$ cat config.mk
export PLATFORM = sky130hd
export DESIGN_NAME = gpio_alternate_function_mux
export DESIGN_NICKNAME = d
export VERILOG_FILES = /design/src/include/gpio_mux_pkg.sv /design/src/include/pin_sync_if.sv /design/src/logic/gpio_alternate_function_mux.sv /design/src/logic/pin_sync.sv
export VERILOG_INCLUDE_DIRS = /design/src /design/src/include
export SDC_FILE = /design/constraint.sdc
export NUM_CORES = 1
export LEC_CHECK = 0
export ABC_AREA = 1
export BUFFER_PORTS_ARGS = -buffer_cell sky130_fd_sc_hd__buf_4
export CAP_MARGIN = 40
export CORE_MARGIN = 4
export CORE_UTILIZATION = 53
export DETAILED_ROUTE_END_ITERATION = 8
export PLACE_DENSITY = 0.95
export RECOVER_POWER = 100
export SLEW_MARGIN = 5
export SYNTH_ARGS = -nofsm -noshare
export SYNTH_HDL_FRONTEND = slang
export SYNTH_SLANG_ARGS = --single-unit
$ cat constraint.sdc
create_clock -name clk_in -period 1.3 [get_ports clk_in]
set_input_delay 0.26 -clock clk_in [delete_from_list [all_inputs] [get_ports clk_in]]
set_output_delay 0.26 -clock clk_in [all_outputs]
set_load 0.03 [all_outputs]
$ cat src/include/gpio_mux_consts.svh
// constants for the general purpose pin multiplexer: widths, pin positions, masks, reset values
// assumes it is included by its bare name from the package and from the design modules
`ifndef GPIO_MUX_CONSTS_SVH
`define GPIO_MUX_CONSTS_SVH

`define GPIO_W              16          // number of general purpose pins
`define EXP_W               2           // expander interrupt channels (expander 0 and expander 2)

// pin positions of the alternate functions
`define PIN_PORT2_RST       0           // reset output for downstream port 2
`define PIN_PORT4_RST       1           // reset output for downstream port 4
`define PIN_EXP0_IRQ        2           // interrupt input from expander 0
`define PIN_EXP2_IRQ        4           // interrupt input from expander 2
`define PIN_EVENT           7           // general purpose event output
`define PIN_PORT6_RST       11          // reset output for downstream port 6

// channel index of each expander in the read request vector
`define EXP_CH0             0
`define EXP_CH2             1

// pins that own an alternate function at all; other select bits are forced to zero
`define ALT_MASK            16'h0897

// reset values
`define ALT_SEL_RST         16'h0000    // every pin starts as a plain pin
`define PIN_OUT_RST         16'h0000
`define PIN_OE_RST          16'h0000    // every pin starts as an input
`define SYNC_RST            16'hFFFF    // pins idle high behind pull-ups
`define EXP_RST             2'h0

`endif

$ cat src/include/gpio_mux_pkg.sv
// types shared by the pin multiplexer and its input synchroniser
// assumes the constants header sits on the include path
`include "gpio_mux_consts.svh"

package gpio_mux_pkg;

    // whole state of the multiplexer
    typedef struct packed {
        logic [`GPIO_W-1:0] alt_sel;    // alternate function selected, per pin
        logic [`GPIO_W-1:0] out_val;    // registered pin driver value
        logic [`GPIO_W-1:0] oe;         // registered pin output enable
        logic [`EXP_W-1:0]  irq_seen;   // expander interrupt seen asserted last cycle
        logic [`EXP_W-1:0]  read_req;   // pending expander read request
    } mux_state_t;

    // whole state of the three-stage synchroniser
    typedef struct packed {
        logic [`GPIO_W-1:0] s1;         // first stage, read only by the second
        logic [`GPIO_W-1:0] s2;
        logic [`GPIO_W-1:0] s3;
        logic [`GPIO_W-1:0] clean;      // accepted pin level
    } sync_state_t;

endpackage : gpio_mux_pkg

$ cat src/include/pin_sync_if.sv
// carrier between the multiplexer and its pin synchroniser
// assumes both ends run on the same system clock
`timescale 1ns/1ps
`include "gpio_mux_consts.svh"

interface pin_sync_if;
    logic [`GPIO_W-1:0] raw;            // pin levels straight from the pads
    logic               en;             // clock enable, freezes the synchroniser
    logic [`GPIO_W-1:0] clean;          // levels after agreement of stages two and three

    modport sync_side (input raw, input en, output clean);
    modport user_side (output raw, output en, input clean);
endinterface : pin_sync_if

$ cat src/logic/gpio_alternate_function_mux.sv
// general purpose pin multiplexer: plain software pins or fixed alternate functions
// assumes one system clock, a synchronous reset from fundamental reset, and pads outside
// that resolve the pin from gpio_out_out and gpio_oe_out
`timescale 1ns/1ps
`include "gpio_mux_consts.svh"

// Contract
// names ending in n are active low
// downstream ports are 2, 4, 6
// unselected pins behave as plain pins
// pin 0 alternate drives port 2 reset
// pin 1 alternate drives port 4 reset
// pin 2 alternate receives expander 0 interrupt
// pin 4 alternate receives expander 2 interrupt
// pin 7 alternate drives low event output
// each pin direction set independently by software
// selection written by software, management bus, or loader
// expander interrupt starts a hot-plug input read
// alternate outputs ignore software output value
module gpio_alternate_function_mux (
    input  wire logic                clk_in,
    input  wire logic                sys_rst_in,
    input  wire logic                clk_en_in,
    input  wire logic [`GPIO_W-1:0]  gpio_in_in,            // pad input levels
    output logic      [`GPIO_W-1:0]  gpio_out_out,          // pad driver values
    output logic      [`GPIO_W-1:0]  gpio_oe_out,           // pad output enables, high drives
    output logic      [`GPIO_W-1:0]  gpio_read_out,         // synchronised pin levels for software
    input  wire logic [`GPIO_W-1:0]  sw_dir_in,             // software direction, high is output
    input  wire logic [`GPIO_W-1:0]  sw_data_in,            // software output values
    input  wire logic                sw_alt_wr_in,          // software selection write strobe
    input  wire logic [`GPIO_W-1:0]  sw_alt_data_in,
    input  wire logic                smb_alt_wr_in,         // management bus selection write strobe
    input  wire logic [`GPIO_W-1:0]  smb_alt_data_in,
    input  wire logic                eeprom_alt_wr_in,      // configuration loader write strobe
    input  wire logic [`GPIO_W-1:0]  eeprom_alt_data_in,
    output logic      [`GPIO_W-1:0]  alt_sel_out,           // current selection
    input  wire logic                port2_reset_in,        // core wants port 2 in reset
    input  wire logic                port4_reset_in,        // core wants port 4 in reset
    input  wire logic                port6_reset_in,        // core wants port 6 in reset
    input  wire logic                system_event_in,       // core raises a general purpose event
    output logic      [`EXP_W-1:0]   expander_read_req_out, // read hot-plug inputs, held until ack
    input  wire logic [`EXP_W-1:0]   expander_read_ack_in   // management master took the request
);

    gpio_mux_pkg::mux_state_t st_reg;       // registered state
    gpio_mux_pkg::mux_state_t st_next;      // next state

    pin_sync_if sync_bus ();                // carrier to the synchroniser

    // alternate function levels, active low on the wire
    logic port2_reset_out_n;                // reset for downstream port 2
    logic port4_reset_out_n;                // reset for downstream port 4
    logic port6_reset_out_n;                // reset for downstream port 6
    logic system_event_out_n;               // event line toward the system
    logic expander0_irq_in_n;               // synchronised interrupt from expander 0
    logic expander2_irq_in_n;               // synchronised interrupt from expander 2
    logic [`EXP_W-1:0] irq_active;          // interrupt asserted and its function selected
    logic [`EXP_W-1:0] irq_edge;            // new assertion this cycle

    // pick the alternate value when selected, else the software value
    function automatic logic pick_drive(input logic alt, input logic fn_val, input logic sw_val);
        pick_drive = alt ? fn_val : sw_val;
    endfunction : pick_drive

    // a request is set by an edge and held until acknowledged; the set wins over the ack
    function automatic logic hold_req(input logic set, input logic held, input logic ack);
        hold_req = set | (held & ~ack);
    endfunction : hold_req

    // pins pass four flops before anything here looks at them
    assign sync_bus.raw = gpio_in_in;
    assign sync_bus.en  = clk_en_in;

    pin_sync u_pin_sync (
        .clk_in     (clk_in),
        .sys_rst_in (sys_rst_in),
        .sync_bus   (sync_bus)
    );

    // active-low levels: asserted request gives a low wire
    assign port2_reset_out_n  = ~port2_reset_in;
    assign port4_reset_out_n  = ~port4_reset_in;
    assign port6_reset_out_n  = ~port6_reset_in;
    assign system_event_out_n = ~system_event_in;
    assign expander0_irq_in_n = sync_bus.clean[`PIN_EXP0_IRQ];
    assign expander2_irq_in_n = sync_bus.clean[`PIN_EXP2_IRQ];

    // an interrupt only counts while its pin has the interrupt function selected
    assign irq_active[`EXP_CH0] = st_reg.alt_sel[`PIN_EXP0_IRQ] & ~expander0_irq_in_n;
    assign irq_active[`EXP_CH2] = st_reg.alt_sel[`PIN_EXP2_IRQ] & ~expander2_irq_in_n;
    assign irq_edge             = irq_active & ~st_reg.irq_seen;

    // next state: selection writes, pin drivers, expander read requests
    always_comb begin
        st_next = st_reg;

        // selection writers; software first, then management bus, then loader
        if (sw_alt_wr_in) begin
            st_next.alt_sel = sw_alt_data_in & `ALT_MASK;
        end else if (smb_alt_wr_in) begin
            st_next.alt_sel = smb_alt_data_in & `ALT_MASK;
        end else if (eeprom_alt_wr_in) begin
            st_next.alt_sel = eeprom_alt_data_in & `ALT_MASK;
        end

        // plain pins: software value and per-pin direction
        st_next.out_val = sw_data_in;
        st_next.oe      = sw_dir_in;

        // alternate outputs override both value and direction
        st_next.out_val[`PIN_PORT2_RST] = pick_drive(st_reg.alt_sel[`PIN_PORT2_RST],
                                                     port2_reset_out_n, sw_data_in[`PIN_PORT2_RST]);
        st_next.out_val[`PIN_PORT4_RST] = pick_drive(st_reg.alt_sel[`PIN_PORT4_RST],
                                                     port4_reset_out_n, sw_data_in[`PIN_PORT4_RST]);
        st_next.out_val[`PIN_PORT6_RST] = pick_drive(st_reg.alt_sel[`PIN_PORT6_RST],
                                                     port6_reset_out_n, sw_data_in[`PIN_PORT6_RST]);
        st_next.out_val[`PIN_EVENT]     = pick_drive(st_reg.alt_sel[`PIN_EVENT],
                                                     system_event_out_n, sw_data_in[`PIN_EVENT]);
        st_next.oe[`PIN_PORT2_RST] = st_reg.alt_sel[`PIN_PORT2_RST] | sw_dir_in[`PIN_PORT2_RST];
        st_next.oe[`PIN_PORT4_RST] = st_reg.alt_sel[`PIN_PORT4_RST] | sw_dir_in[`PIN_PORT4_RST];
        st_next.oe[`PIN_PORT6_RST] = st_reg.alt_sel[`PIN_PORT6_RST] | sw_dir_in[`PIN_PORT6_RST];
        st_next.oe[`PIN_EVENT]     = st_reg.alt_sel[`PIN_EVENT] | sw_dir_in[`PIN_EVENT];

        // alternate inputs release the pad so the expander can pull it
        st_next.oe[`PIN_EXP0_IRQ] = ~st_reg.alt_sel[`PIN_EXP0_IRQ] & sw_dir_in[`PIN_EXP0_IRQ];
        st_next.oe[`PIN_EXP2_IRQ] = ~st_reg.alt_sel[`PIN_EXP2_IRQ] & sw_dir_in[`PIN_EXP2_IRQ];

        // edge triggered so one held-low interrupt yields one read, not a stream
        st_next.irq_seen = irq_active;
        for (int i = 0; i < `EXP_W; i++) begin
            st_next.read_req[i] = hold_req(irq_edge[i], st_reg.read_req[i], expander_read_ack_in[i]);
        end
    end

    // state register, frozen while the clock enable is low
    always_ff @(posedge clk_in) begin
        if (sys_rst_in) begin
            st_reg <= '{alt_sel: `ALT_SEL_RST, out_val: `PIN_OUT_RST, oe: `PIN_OE_RST,
                        irq_seen: `EXP_RST, read_req: `EXP_RST};
        end else if (clk_en_in) begin
            st_reg <= st_next;
        end
    end

    // every data output comes straight from a flop
    assign gpio_out_out          = st_reg.out_val;
    assign gpio_oe_out           = st_reg.oe;
    assign gpio_read_out         = sync_bus.clean;
    assign alt_sel_out           = st_reg.alt_sel;
    assign expander_read_req_out = st_reg.read_req;
endmodule : gpio_alternate_function_mux

$ cat src/logic/pin_sync.sv
// three-stage synchroniser for the general purpose pin inputs
// assumes pins are asynchronous to clk_in; a change is accepted once stages two and three agree
`timescale 1ns/1ps
`include "gpio_mux_consts.svh"

module pin_sync (
    input  wire logic     clk_in,
    input  wire logic     sys_rst_in,
    pin_sync_if.sync_side sync_bus
);

    gpio_mux_pkg::sync_state_t st_reg;      // registered state
    gpio_mux_pkg::sync_state_t st_next;     // next state

    // next state: shift the stages, accept a bit only where stages two and three agree
    always_comb begin
        st_next       = st_reg;
        st_next.s1    = sync_bus.raw;
        st_next.s2    = st_reg.s1;
        st_next.s3    = st_reg.s2;
        // the first stage is deliberately not looked at here, it may still be metastable
        st_next.clean = (st_reg.s2 & st_reg.s3) | (st_reg.clean & (st_reg.s2 ^ st_reg.s3));
    end

    // state register, frozen while the clock enable is low
    always_ff @(posedge clk_in) begin
        if (sys_rst_in) begin
            st_reg <= '{s1: `SYNC_RST, s2: `SYNC_RST, s3: `SYNC_RST, clean: `SYNC_RST};
        end else if (sync_bus.en) begin
            st_reg <= st_next;
        end
    end

    assign sync_bus.clean = st_reg.clean;

endmodule : pin_sync
**Yosys cells after proc, flatten, opt, wreduce, memory -nomap -nowiden**

Index checks and enable logic that the tools add are counted.

- Mux-type cells: 7
- Bitwise gates (word level): 28
- Reductions and logical operators: 2

Operator list:

| operator | count |
|---|---|
| $mux W16 | 3 |
| $and A16 B16 Y16 | 2 |
| $or A16 B16 Y16 | 1 |
| $xor A16 B16 Y16 | 1 |
| $not A1 Y1 | 10 |
| $and A1 B1 Y1 | 6 |
| $or A1 B1 Y1 | 6 |
| $mux W1 | 4 |
| $reduce_bool A3 Y1 | 1 |
| $and A2 B2 Y2 | 1 |
| $not A2 Y2 | 1 |
| $reduce_and A2 Y1 | 1 |

- Register bits after elaboration: 116
- Bits of input ports: 108
- Output and inout bits: 66
- Word-level logic and storage cells: 46

**Longest topological paths before layout**

Gate-level depths: netlist of the first run.

- Word-level depth: 4
- Mapped depth: 7
- Gate-level depth less buffers: 6

**By module**

From an unflattened synthesis of the first run, not the netlist that was laid out.

- Cells, all modules: 641
- Area, all modules: 4908.5 µm²

By module, submodules not included:

| module | times used | cells an instance | area an instance (µm²) |
|---|---|---|---|
| pin_sync | 1 | 343 | 2670.1 |
| gpio_alternate_function_mux | 1 | 298 | 2238.4 |

**Worst setup path after synthesis of the first run**

Ideal clock, no wire load.

- Path kind: input port to flip-flop
- Start: input smb_alt_wr_in
- End: register st_reg (netlist bit alt_sel_out[0])
- Library setup time: 0.112 ns
- Arrival: 0.831 ns
- Setup slack: 0.358 ns
- Stages: 7
- Cell sequence: buf_4 > nor2_2 > nand2_2 > nand2_2 > nand2_1 > nand2_1 > nor2_1

- Cells in the longest elaborated chain, start to end: 2
- Elaborated cells between the ends (all ways): 4

Ends and longest elaborated chain:

| what | RTL line | source |
|---|---|---|
| start: declaration | gpio_alternate_function_mux.sv:32 | `input wire logic smb_alt_wr_in,` |
| $reduce_bool A3 Y1 (no source line) or $mux W16 (tied branches) | n/a |  |
| $reduce_and A2 Y1 (no source line) or $mux W16 (tied branches) | n/a |  |
| end signal: assignment | gpio_alternate_function_mux.sv:138 | `` st_reg <= '{alt_sel: `ALT_SEL_RST, out_val: `PIN_OUT_RST, oe: `PIN_OE_RST, `` |
| end signal: assignment | gpio_alternate_function_mux.sv:141 | `st_reg <= st_next;` |
| end: declaration | gpio_alternate_function_mux.sv:45 | `gpio_mux_pkg::mux_state_t st_reg;` |

Several ways; a longest one is shown, not always the timed one.
A chain may end at the register's enable or synchronous reset.

**Worst setup path in the final report of the first run**

- Start: register st_reg (netlist bit alt_sel_out[7])
- End: output alt_sel_out[7]

RTL lines:

| what | RTL line | source |
|---|---|---|
| end: declaration | gpio_alternate_function_mux.sv:36 | `` output logic [`GPIO_W-1:0] alt_sel_out, `` |

No word-level cell between the ends.

==> results of run 1 <==
## stage by stage
step	setup TNS [ns]	cell area [sq um]	worst slack [ns]	total power, W
4_1_cts	0	5410	0.0927	0.00688
3_5_place_dp	-0.0489	5230	-0.0196	0.00501
2_1_floorplan	0	4700	0.358	0.00468
3_3_place_gp	0	5230	0.0345	0.00494
6_report	0	5250	0.0632	0.00672
5_1_grt	0	5250	0.0303	0.00708
## metal layers
| layer | track usage | vias up |
|---|---|---|
| met2 | 0.345 | 110 |
| li1 | - | 1989 |
| met5 | 0 | - |
| met3 | 0.0393 | 8 |
| met4 | 0.0511 | 0 |
| met1 | 0.238 | 1733 |
## power groups by stage
stage	logic [W]	clock network [W]	registers, W
after floorplan	0.00103	0	0.00365
after global placement	0.00127	0	0.00367
after detailed placement	0.00132	0	0.00369
after CTS	0.00133	0.00194	0.00361
after global routing	0.00137	0.00206	0.00364
final	0.00124	0.00187	0.00361
## worst max-delay path by stage
stage	startpoint	endpoint	slack, ns	cells after the start
after floorplan	smb_alt_wr_in	alt_sel_out[0]$_SDFFE_PP0P_	0.36	7
after global placement	clk_en_in	gpio_out_out[2]$_SDFFE_PP0P_	0.03	4
after detailed placement	clk_en_in	gpio_out_out[4]$_SDFFE_PP0P_	-0.02	4
after CTS	alt_sel_out[11]$_SDFFE_PP0P_	alt_sel_out[11]	0.09	1
after global routing	alt_sel_out[7]$_SDFFE_PP0P_	alt_sel_out[7]	0.03	1
final	alt_sel_out[7]$_SDFFE_PP0P_	alt_sel_out[7]	0.06	1
## cells in the mapped netlist
cell type | instances | share of area
nand2_1 | 154 | 0.12
dfxtp_1 | 106 | 0.46
buf_4 | 70 | 0.11
nor2_1 | 66 | 0.053
nand3_1 | 60 | 0.064
o21ai_0 | 44 | 0.047
a21oi_1 | 26 | 0.028
buf_2 | 22 | 0.024
inv_1 | 19 | 0.015
ha_1 | 16 | 0.043
buf_6 | 4 | 0.0097
clkbuf_1 | 4 | 0.0032
nor3_1 | 4 | 0.0043
o211ai_1 | 4 | 0.0064
a211oi_1 | 2 | 0.0032
nand2_2 | 2 | 0.0027
clkbuf_2 | 1 | 0.0011
conb_1 | 1 | 0.00080
inv_2 | 1 | 0.00080
nor2_2 | 1 | 0.0013
## cell type report
type,count,area (sq um)
fillers,731,3130
well taps,105,131
multi-input cells,389,1790
inverters,20,75.1
clock inverters,5,45.0
flip-flops and latches,106,2120
repair buffers,142,946
clock buffers,10,138
## cell families after synthesis
logic type / after synthesis / share of synthesized area
adder cells (fa/ha/maj): 16 / 0.0429
other: 1 / 0.000804
AO/OA/AOI/OAI: 76 / 0.0848
buffers and inverters: 121 / 0.166
flip-flops: 106 / 0.455
AND/OR/NAND/NOR: 287 / 0.250
## cells in the final DEF (no fill, tap or decap), types with 2 or more instances in the layout
cell,synthesis,layout
clkbuf_1,4,2
inv_2,1,2
a21oi_1,26,26
buf_12,0,2
inv_6,0,2
o21ai_0,44,44
nand3_1,60,60
buf_4,70,83
inv_1,19,18
nor2_1,66,66
conb_1,1,10
clkbuf_2,1,54
a211oi_1,2,2
nor3_1,4,4
nand2_1,154,156
dfxtp_1,106,106
o211ai_1,4,4
ha_1,16,16
clkbuf_8,0,10
==> impl_metrics.csv, run 1 <==
group,metric,value,unit
run_status,status,"completed",
timing,hold_violations,0,
pwr,p_int,0.00471,W
pwr,p_clk_frac,0.278,
cts,htree_num_levels,3,
finish,finalCoreUtilization,0.626,
setup_path,path_cells,"clkbuf_2",
setup_path,r2r_end,"u_pin_sync.sync_bus.clean[7]$_SDFFE_PP1P_",
pwr,ir_worst_vdd,0.715,mV
route,top_layer_used,"met4",
finish,largest_reg_flops,32,
setup_path,critPathBufInv,1,
cts,clk-insertion-delay-late,0.36,ns
global_routing,antenna_found_initial,0,
yosys,netlist_area,4660,sq um
cts,cts_resized,0,
setup_path,worstReg2RegStart,"u_pin_sync.st_next[23]$_SDFFE_PP1P_",
finish,layoutNonFillerInstCount,777,
global_routing,grt_pass1_wl,16300,um
placement,dpl.cell_count,762,
cts,cts-root-buf,"clkbuf_8",
setup_path,r2r_cells,3,
timing,setup_viol,0,
die,core_area,8380,sq um
placement,portBuffers,133,
route,route.detailed.wl_per_inst,12.9,um
timing,finalMaxSlewViolations,0,
placement,dp_hpwl,7420,um
cts,holdBufCountCts,0,
setup_path,required,1.04,ns
global_routing,grt-ovfl-total,0,
setup_path,worstPathMaxFanout,4,
route,via_per_inst,4.94,
yosys,synth_warnings,0,
die,die_area,10400,sq um
pwr,combPwrFrac,0.184,
pwr,powerDensity,1280,nW/um^2
route,vias,3840,
yosys,yosysUniqueCellTypes,20,
worst_hold_path,hold-path-endpoint,"u_pin_sync.st_next[37]$_SDFFE_PP1P_",
die,start_util,0.556,
global_routing,grt_pass1_vias,3583,
timing,finalCritPeriodShare,0.951,
yosys,synth_seq_cells,106,
cts,cts-buffers-inserted,9,
timing,relSlewSlack,0.435,
global_routing,grt_max_degree,74,
die,io_pins,174,
setup_path,worstSetupStartpointType,"flop",
die,die_width,102,um
route,ant_nets,0,
timing,rsz0062_at_grt,"false",
pwr,cellLeakagePower,2.62,nW
yosys,synthCells,607,
pwr,switching_power,0.00201,W
setup_path,worstSetupEndpointType,"output port",
setup_path,rrSetupSlack,0.30,ns
cts,cts_sinks,106,
global_routing,grtUsageTotal,0.194,
setup_path,setup.worst_path.class,"flop to output port",
die,rows,33,
setup_path,critPathSlowestCell,"dfxtp_1",
route,wl_met2,5080,um
yosys,syn_area_per_cell,7.68,sq um
worst_hold_path,hp-start,"gpio_in_in[5]",
yosys,yosysSeqAreaShare,0.455,
pwr,switching_share,0.299,
cts,post_cts_buffers,0,
cts,path_clk_slew,0.10,ns
route,met3_length,630,um
finish,drive_above_1_share,0.235,
cts,cts_tree,"yes",
setup_path,crit_arrival,0.98,ns
timing,min_period,1.24,ns
route,drtPass1Iterations,4,
worst_hold_path,hold_class,"input port to flop",
pwr,p_seq_frac,0.537,
route,remaining_drc_errors,0,
worst_hold_path,hold_depth,3,
route,wl_met1,4200,um
route,routed_wl,10000,um
route,drt_iter0_markers,203,
timing,clock.fmax,809,MHz
placement,gp_congestion,0.838,
timing,finClkSkew,0.0131,ns
cts,cts_buffer_depth,2,
finish,n_antenna_cell,0,
die,die_h,102,um
flow_run,drv_cap,0,
finish,area_delta_synth_final,12.6,%
finish,nets,792,
timing,worstMarginPinSlew,0.847,ns
timing,hold_ws,0.109,ns
setup_path,critPathMaxStageDelay,0.39,ns
setup_path,path_delay_family,"flip-flops",
(Power assumes the default switching activity.)
==> run 2: changes to the inputs <==
CORE_UTILIZATION = 23   (was 53)
PLACE_DENSITY = 0.54   (was 0.95)
==> run 2 against run 1 <==
Net effect: worst setup slack better by 0.011 ns; combinational power about the same; critical path type unchanged; design area increased by 7.2%.
==> impl_metrics.csv, run 2 (synthesis results as in run 1) <==
group,metric,value,unit
run_status,status,"completed",
timing,hold_violations,0,
timing,finalMaxSlewViolations,0,
finish,regArea,2120,sq um
die,start_util,0.236,
timing,setup_ws,0.0738,ns
die,rows,51,
finish,drive_above_1_share,0.239,
route,remaining_drc_errors,0,
placement,placed_cell_area,5490,sq um
timing,clock.fmax,816,MHz
global_routing,grt_pass1_vias,3406,
cts,htree_num_levels,3,
placement,gp_congestion,0.761,
setup_path,worstSetupStartpointType,"flop",
route,drt_iter0_markers,239,
finish,largest_reg_flops,32,
finish,multiInputGateArea,1800,sq um
die,core_area,19700,sq um
worst_hold_path,hold_class,"input port to flop",
die,die_width,150,um
global_routing,antenna_found_initial,0,
placement,portBuffers,133,
finish,area_delta_synth_final,20.8,%
finish,mostFrequentLayoutCells,"nand2_1 (154), dfxtp_1 (106), buf_4 (79)",
global_routing,grt-ovfl-total,0,
pwr,powerDensity,1380,nW/um^2
timing,setup_viol,0,
route,routed_wl,11000,um
finish,nets,796,
worst_hold_path,hold-path-endpoint,"expander_read_req_out[1]$_SDFFE_PP0P_",
timing,finClkSkew,0.00659,ns
cts,cts-buffers-inserted,9,
route,ant_nets,0,
timing,setup_tns,0,ns
setup_path,critPathSlowestCell,"dfxtp_1",
cts,cts-root-buf,"clkbuf_16",
route,drtPass1Iterations,4,
flow_run,drv_cap,0,
setup_path,critPathMaxStageDelay,0.39,ns
worst_hold_path,hp-start,"sys_rst_in",
global_routing,grtUsageTotal,0.0976,
pwr,ir_worst_vdd,0.463,mV
timing,min_period,1.23,ns
timing,rsz0062_at_grt,"false",
cts,path_clk_slew,0.07,ns
finish,final_common_cell,"nand2_1",
setup_path,required,1.04,ns
setup_path,worstReg2RegStart,"u_pin_sync.st_next[25]$_SDFFE_PP1P_",
setup_path,r2r_end,"u_pin_sync.sync_bus.clean[9]$_SDFFE_PP1P_",
setup_path,crit_arrival,0.97,ns
setup_path,path_delay_family,"flip-flops",
setup_path,rrSetupSlack,0.35,ns
global_routing,grt_max_degree,58,
setup_path,r2r_cells,3,
global_routing,met2_usage,0.144,
cts,cts_resized,0,
die,die_h,150,um
cts,cts_buffer_depth,2,
route,vias,3756,
setup_path,worstPathMaxFanout,4,
route,via_per_inst,3.99,
cts,post_cts_buffers,0,
placement,dp_hpwl,7700,um
finish,design_area,5630,sq um
worst_hold_path,hold_depth,2,
global_routing,grt_util_met1,0.132,
die,io_pins,174,
cts,cts_tree,"yes",
die,die_area,22600,sq um
setup_path,worstSetupEndpointType,"output port",
global_routing,grt_busiest_layer,"met2",
placement,post-place-ws,0.199,ns
cts,holdBufCountCts,0,
cts,clk-insertion-delay-late,0.35,ns
finish,final.fill_count,2149,
pwr,p_total,0.00774,W
pwr,cellLeakagePower,2.71,nW
finish,finalCoreUtilization,0.286,
setup_path,path_cells,"clkbuf_2",
setup_path,setup.worst_path.class,"flop to output port",
route,route.detailed.wl_per_inst,11.6,um
finish,n_antenna_cell,0,
timing,finalCritPeriodShare,0.943,
global_routing,use_met3,0.0280,
cts,cts_sinks,106,
setup_path,critPathBufInv,1,
global_routing,grt_pass1_wl,17500,um
==> run 2: cell type report <==
cell class                 count  share of cell area
clock inverter                 7              0.0164
inverter                      20              0.0133
timing repair buffer         146               0.175
sequential                   106               0.377
clock buffer                   9              0.0400
multi-input combinational    389               0.319
tap                          265              0.0589
==> run 2: worst max-delay path by stage <==
stage | from | to | slack, ns | depth (start not counted)
final | alt_sel_out[11]$_SDFFE_PP0P_ | alt_sel_out[11] | 0.07 | 1
after global routing | alt_sel_out[11]$_SDFFE_PP0P_ | alt_sel_out[11] | 0.04 | 1
after CTS | alt_sel_out[0]$_SDFFE_PP0P_ | alt_sel_out[0] | 0.1 | 1
after detailed placement | clk_en_in | st_reg[2]$_SDFFE_PP0P_ | 0.20 | 5
after global placement | clk_en_in | st_reg[2]$_SDFFE_PP0P_ | 0.20 | 5
after floorplan | smb_alt_wr_in | alt_sel_out[0]$_SDFFE_PP0P_ | 0.36 | 7
==> run 2: metal layers <==
layer | vias to the layer above | share of wire
met5 | - | 0
met4 | 0 | 0.025
met3 | 20 | 0.065
met1 | 1635 | 0.49
met2 | 97 | 0.42
li1 | 2004 | -
==> run 2: stage by stage <==
step	hold slack, ns	instances
global route	0.0813	942
global placement	0.439	926
finish	0.0923	942
CTS	0.0711	942
detailed placement	0.443	926
floorplan	0.385	616
==> run 2: power by group <==
group | switching (W) | internal (W) | leakage, nW
sequential | 0.000127 | 0.00348 | 0.880
combinational | 0.000774 | 0.000469 | 1.67
clock | 0.00135 | 0.00155 | 0.156
==> run 3: changes to the inputs <==
CORE_UTILIZATION = 40   (was 23)
PLACE_DENSITY = 0.78   (was 0.54)
SETUP_SLACK_MARGIN = 0.1   (was default)
SLEW_MARGIN = 20   (was 5)
==> run 3 against run 2 <==
Net effect: design area decreased by 3.6%; clock skew decreased by 0.0030 ns; power decreased by 2.7%; cell count decreased by 13%; critical path depth unchanged; clock power decreased by 7.2%; critical endpoint is now alt_sel_out[1].
==> impl_metrics.csv, run 3 (synthesis results as in run 1) <==
group,metric,value,unit
worst_hold_path,hold_depth,2,
global_routing,grt-ovfl-total,0,
die,start_util,0.408,
cts,cts_buffer_depth,2,
run_status,status,"completed",
timing,setup_viol,0,
die,die_area,13400,sq um
worst_hold_path,hp-start,"sys_rst_in",
route,drt_iter0_markers,251,
global_routing,grt_pass1_wl,16200,um
global_routing,antenna_found_initial,0,
setup_path,r2r_cells,3,
worst_hold_path,hold-path-endpoint,"expander_read_req_out[1]$_SDFFE_PP0P_",
global_routing,grtUsageTotal,0.151,
setup_path,worstReg2RegStart,"u_pin_sync.st_next[28]$_SDFFE_PP1P_",
route,vias,3754,
setup_path,crit_arrival,0.94,ns
route,via_per_inst,4.61,
timing,finalCritPeriodShare,0.921,
cts,cts_sinks,106,
setup_path,rrSetupSlack,0.31,ns
cts,post_cts_buffers,0,
pwr,ir_worst_vdd,0.658,mV
setup_path,worstPathMaxFanout,4,
placement,portBuffers,133,
worst_hold_path,hold_class,"input port to flop",
route,route.detailed.wl_per_inst,12.4,um
cts,cts-root-buf,"clkbuf_16",
timing,rsz0062_at_grt,"false",
cts,clk-insertion-delay-late,0.34,ns
setup_path,path_delay_family,"flip-flops",
timing,hold_violations,0,
die,rows,39,
die,io_pins,174,
finish,area_delta_synth_final,16.5,%
cts,htree_num_levels,3,
pwr,p_total,0.00753,W
setup_path,worstSetupEndpointType,"output port",
cts,cts_tree,"yes",
setup_path,critPathSlowestCell,"dfxtp_1",
global_routing,grt_pass1_vias,3358,
finish,multiInputGateArea,1790,sq um
pwr,p_seq_frac,0.479,
pwr,powerDensity,1390,nW/um^2
timing,setup_tns,0,ns
setup_path,worstSetupStartpointType,"flop",
pwr,switching_power,0.00208,W
flow_run,drv_cap,0,
die,die_width,116,um
placement,dp_hpwl,6940,um
finish,final.fill_count,1203,
timing,clock.fmax,835,MHz
pwr,combPwrFrac,0.164,
finish,drive_above_1_share,0.234,
cts,path_clk_slew,0.07,ns
global_routing,grt_max_degree,65,
route,ant_nets,0,
setup_path,setup.worst_path.class,"flop to output port",
finish,regArea,2120,sq um
finish,mostFrequentLayoutCells,"nand2_1 (156), dfxtp_1 (106), buf_4 (80)",
finish,largest_reg_flops,32,
die,die_h,116,um
route,routed_wl,10100,um
route,remaining_drc_errors,0,
route,drtPass1Iterations,4,
pwr,p_clk_frac,0.357,
finish,nets,791,
setup_path,r2r_end,"u_pin_sync.sync_bus.clean[12]$_SDFFE_PP1P_",
cts,cts_resized,0,
placement,gp_congestion,0.833,
setup_path,critPathBufInv,1,
timing,finalMaxSlewViolations,0,
pwr,p_int,0.00545,W
die,core_area,11400,sq um
finish,n_antenna_cell,0,
timing,min_period,1.20,ns
finish,final_common_cell,"nand2_1",
cts,cts-buffers-inserted,9,
pwr,cellLeakagePower,2.68,nW
cts,holdBufCountCts,0,
pwr,switching_share,0.276,
setup_path,critPathMaxStageDelay,0.37,ns
setup_path,required,1.04,ns
setup_path,path_cells,"clkbuf_2",
timing,finClkSkew,0.00358,ns
[run 3: changes by cell type in the layout (fill, tap and decap cells not counted), sizes merged]
cell	previous run	this run
inv	24	21
buf	83	84
clkbuf	72	68
clkinv	2	1
clkinvlp	0	2
[run 3: power by group through the flow]
stage,Clock (W),Sequential (W),Combinational [W]
6_report,0.00269,0.00361,0.00123
5_1_grt,0.00290,0.00364,0.00138
3_5_place_dp,0,0.00368,0.00132
4_1_cts,0.00279,0.00361,0.00133
2_1_floorplan,0,0.00365,0.00103
3_3_place_gp,0,0.00367,0.00130
[run 3: layout make-up]
class                   count  share of cell area
clock inverters             5              0.0115
inverters                  20              0.0138
flip-flops and latches    106               0.391
multi-input cells         389               0.330
repair buffers            141               0.178
clock buffers              11              0.0429
well taps                 143              0.0329
[run 3: through the flow]
step / cells / setup WS (ns) / utilization / hold WS (ns) / cell area (sq um)
2_1_floorplan: 616 / 0.358 / - / 0.385 / 4700
3_3_place_gp: 799 / 0.158 / 0.463 / 0.438 / 5280
3_5_place_dp: 799 / 0.131 / 0.463 / 0.442 / 5280
4_1_cts: 815 / 0.120 / 0.488 / 0.0984 / 5580
5_1_grt: 815 / 0.0667 / 0.476 / 0.109 / 5430
6_report: 815 / 0.103 / 0.476 / 0.111 / 5430
[run 3: routing by layer]
layer  global-route usage  vias to the layer above  wire (um)
li1                     -                     1995          -
met1                0.196                     1634       4710
met2                0.238                      102       4430
met3               0.0287                       23        620
met4               0.0773                        0        327
met5                    0                        -          0
[run 3: how the worst max path moves through the flow]
stage	start	to	cells past startpoint
floorplan	smb_alt_wr_in	alt_sel_out[0]$_SDFFE_PP0P_	7
global placement	clk_en_in	gpio_out_out[2]$_SDFFE_PP0P_	5
detailed placement	clk_en_in	gpio_out_out[2]$_SDFFE_PP0P_	5
CTS	alt_sel_out[0]$_SDFFE_PP0P_	alt_sel_out[0]	1
global route	u_pin_sync.sync_bus.clean[2]$_SDFFE_PP1P_	gpio_read_out[2]	1
finish	alt_sel_out[1]$_SDFFE_PP0P_	alt_sel_out[1]	1
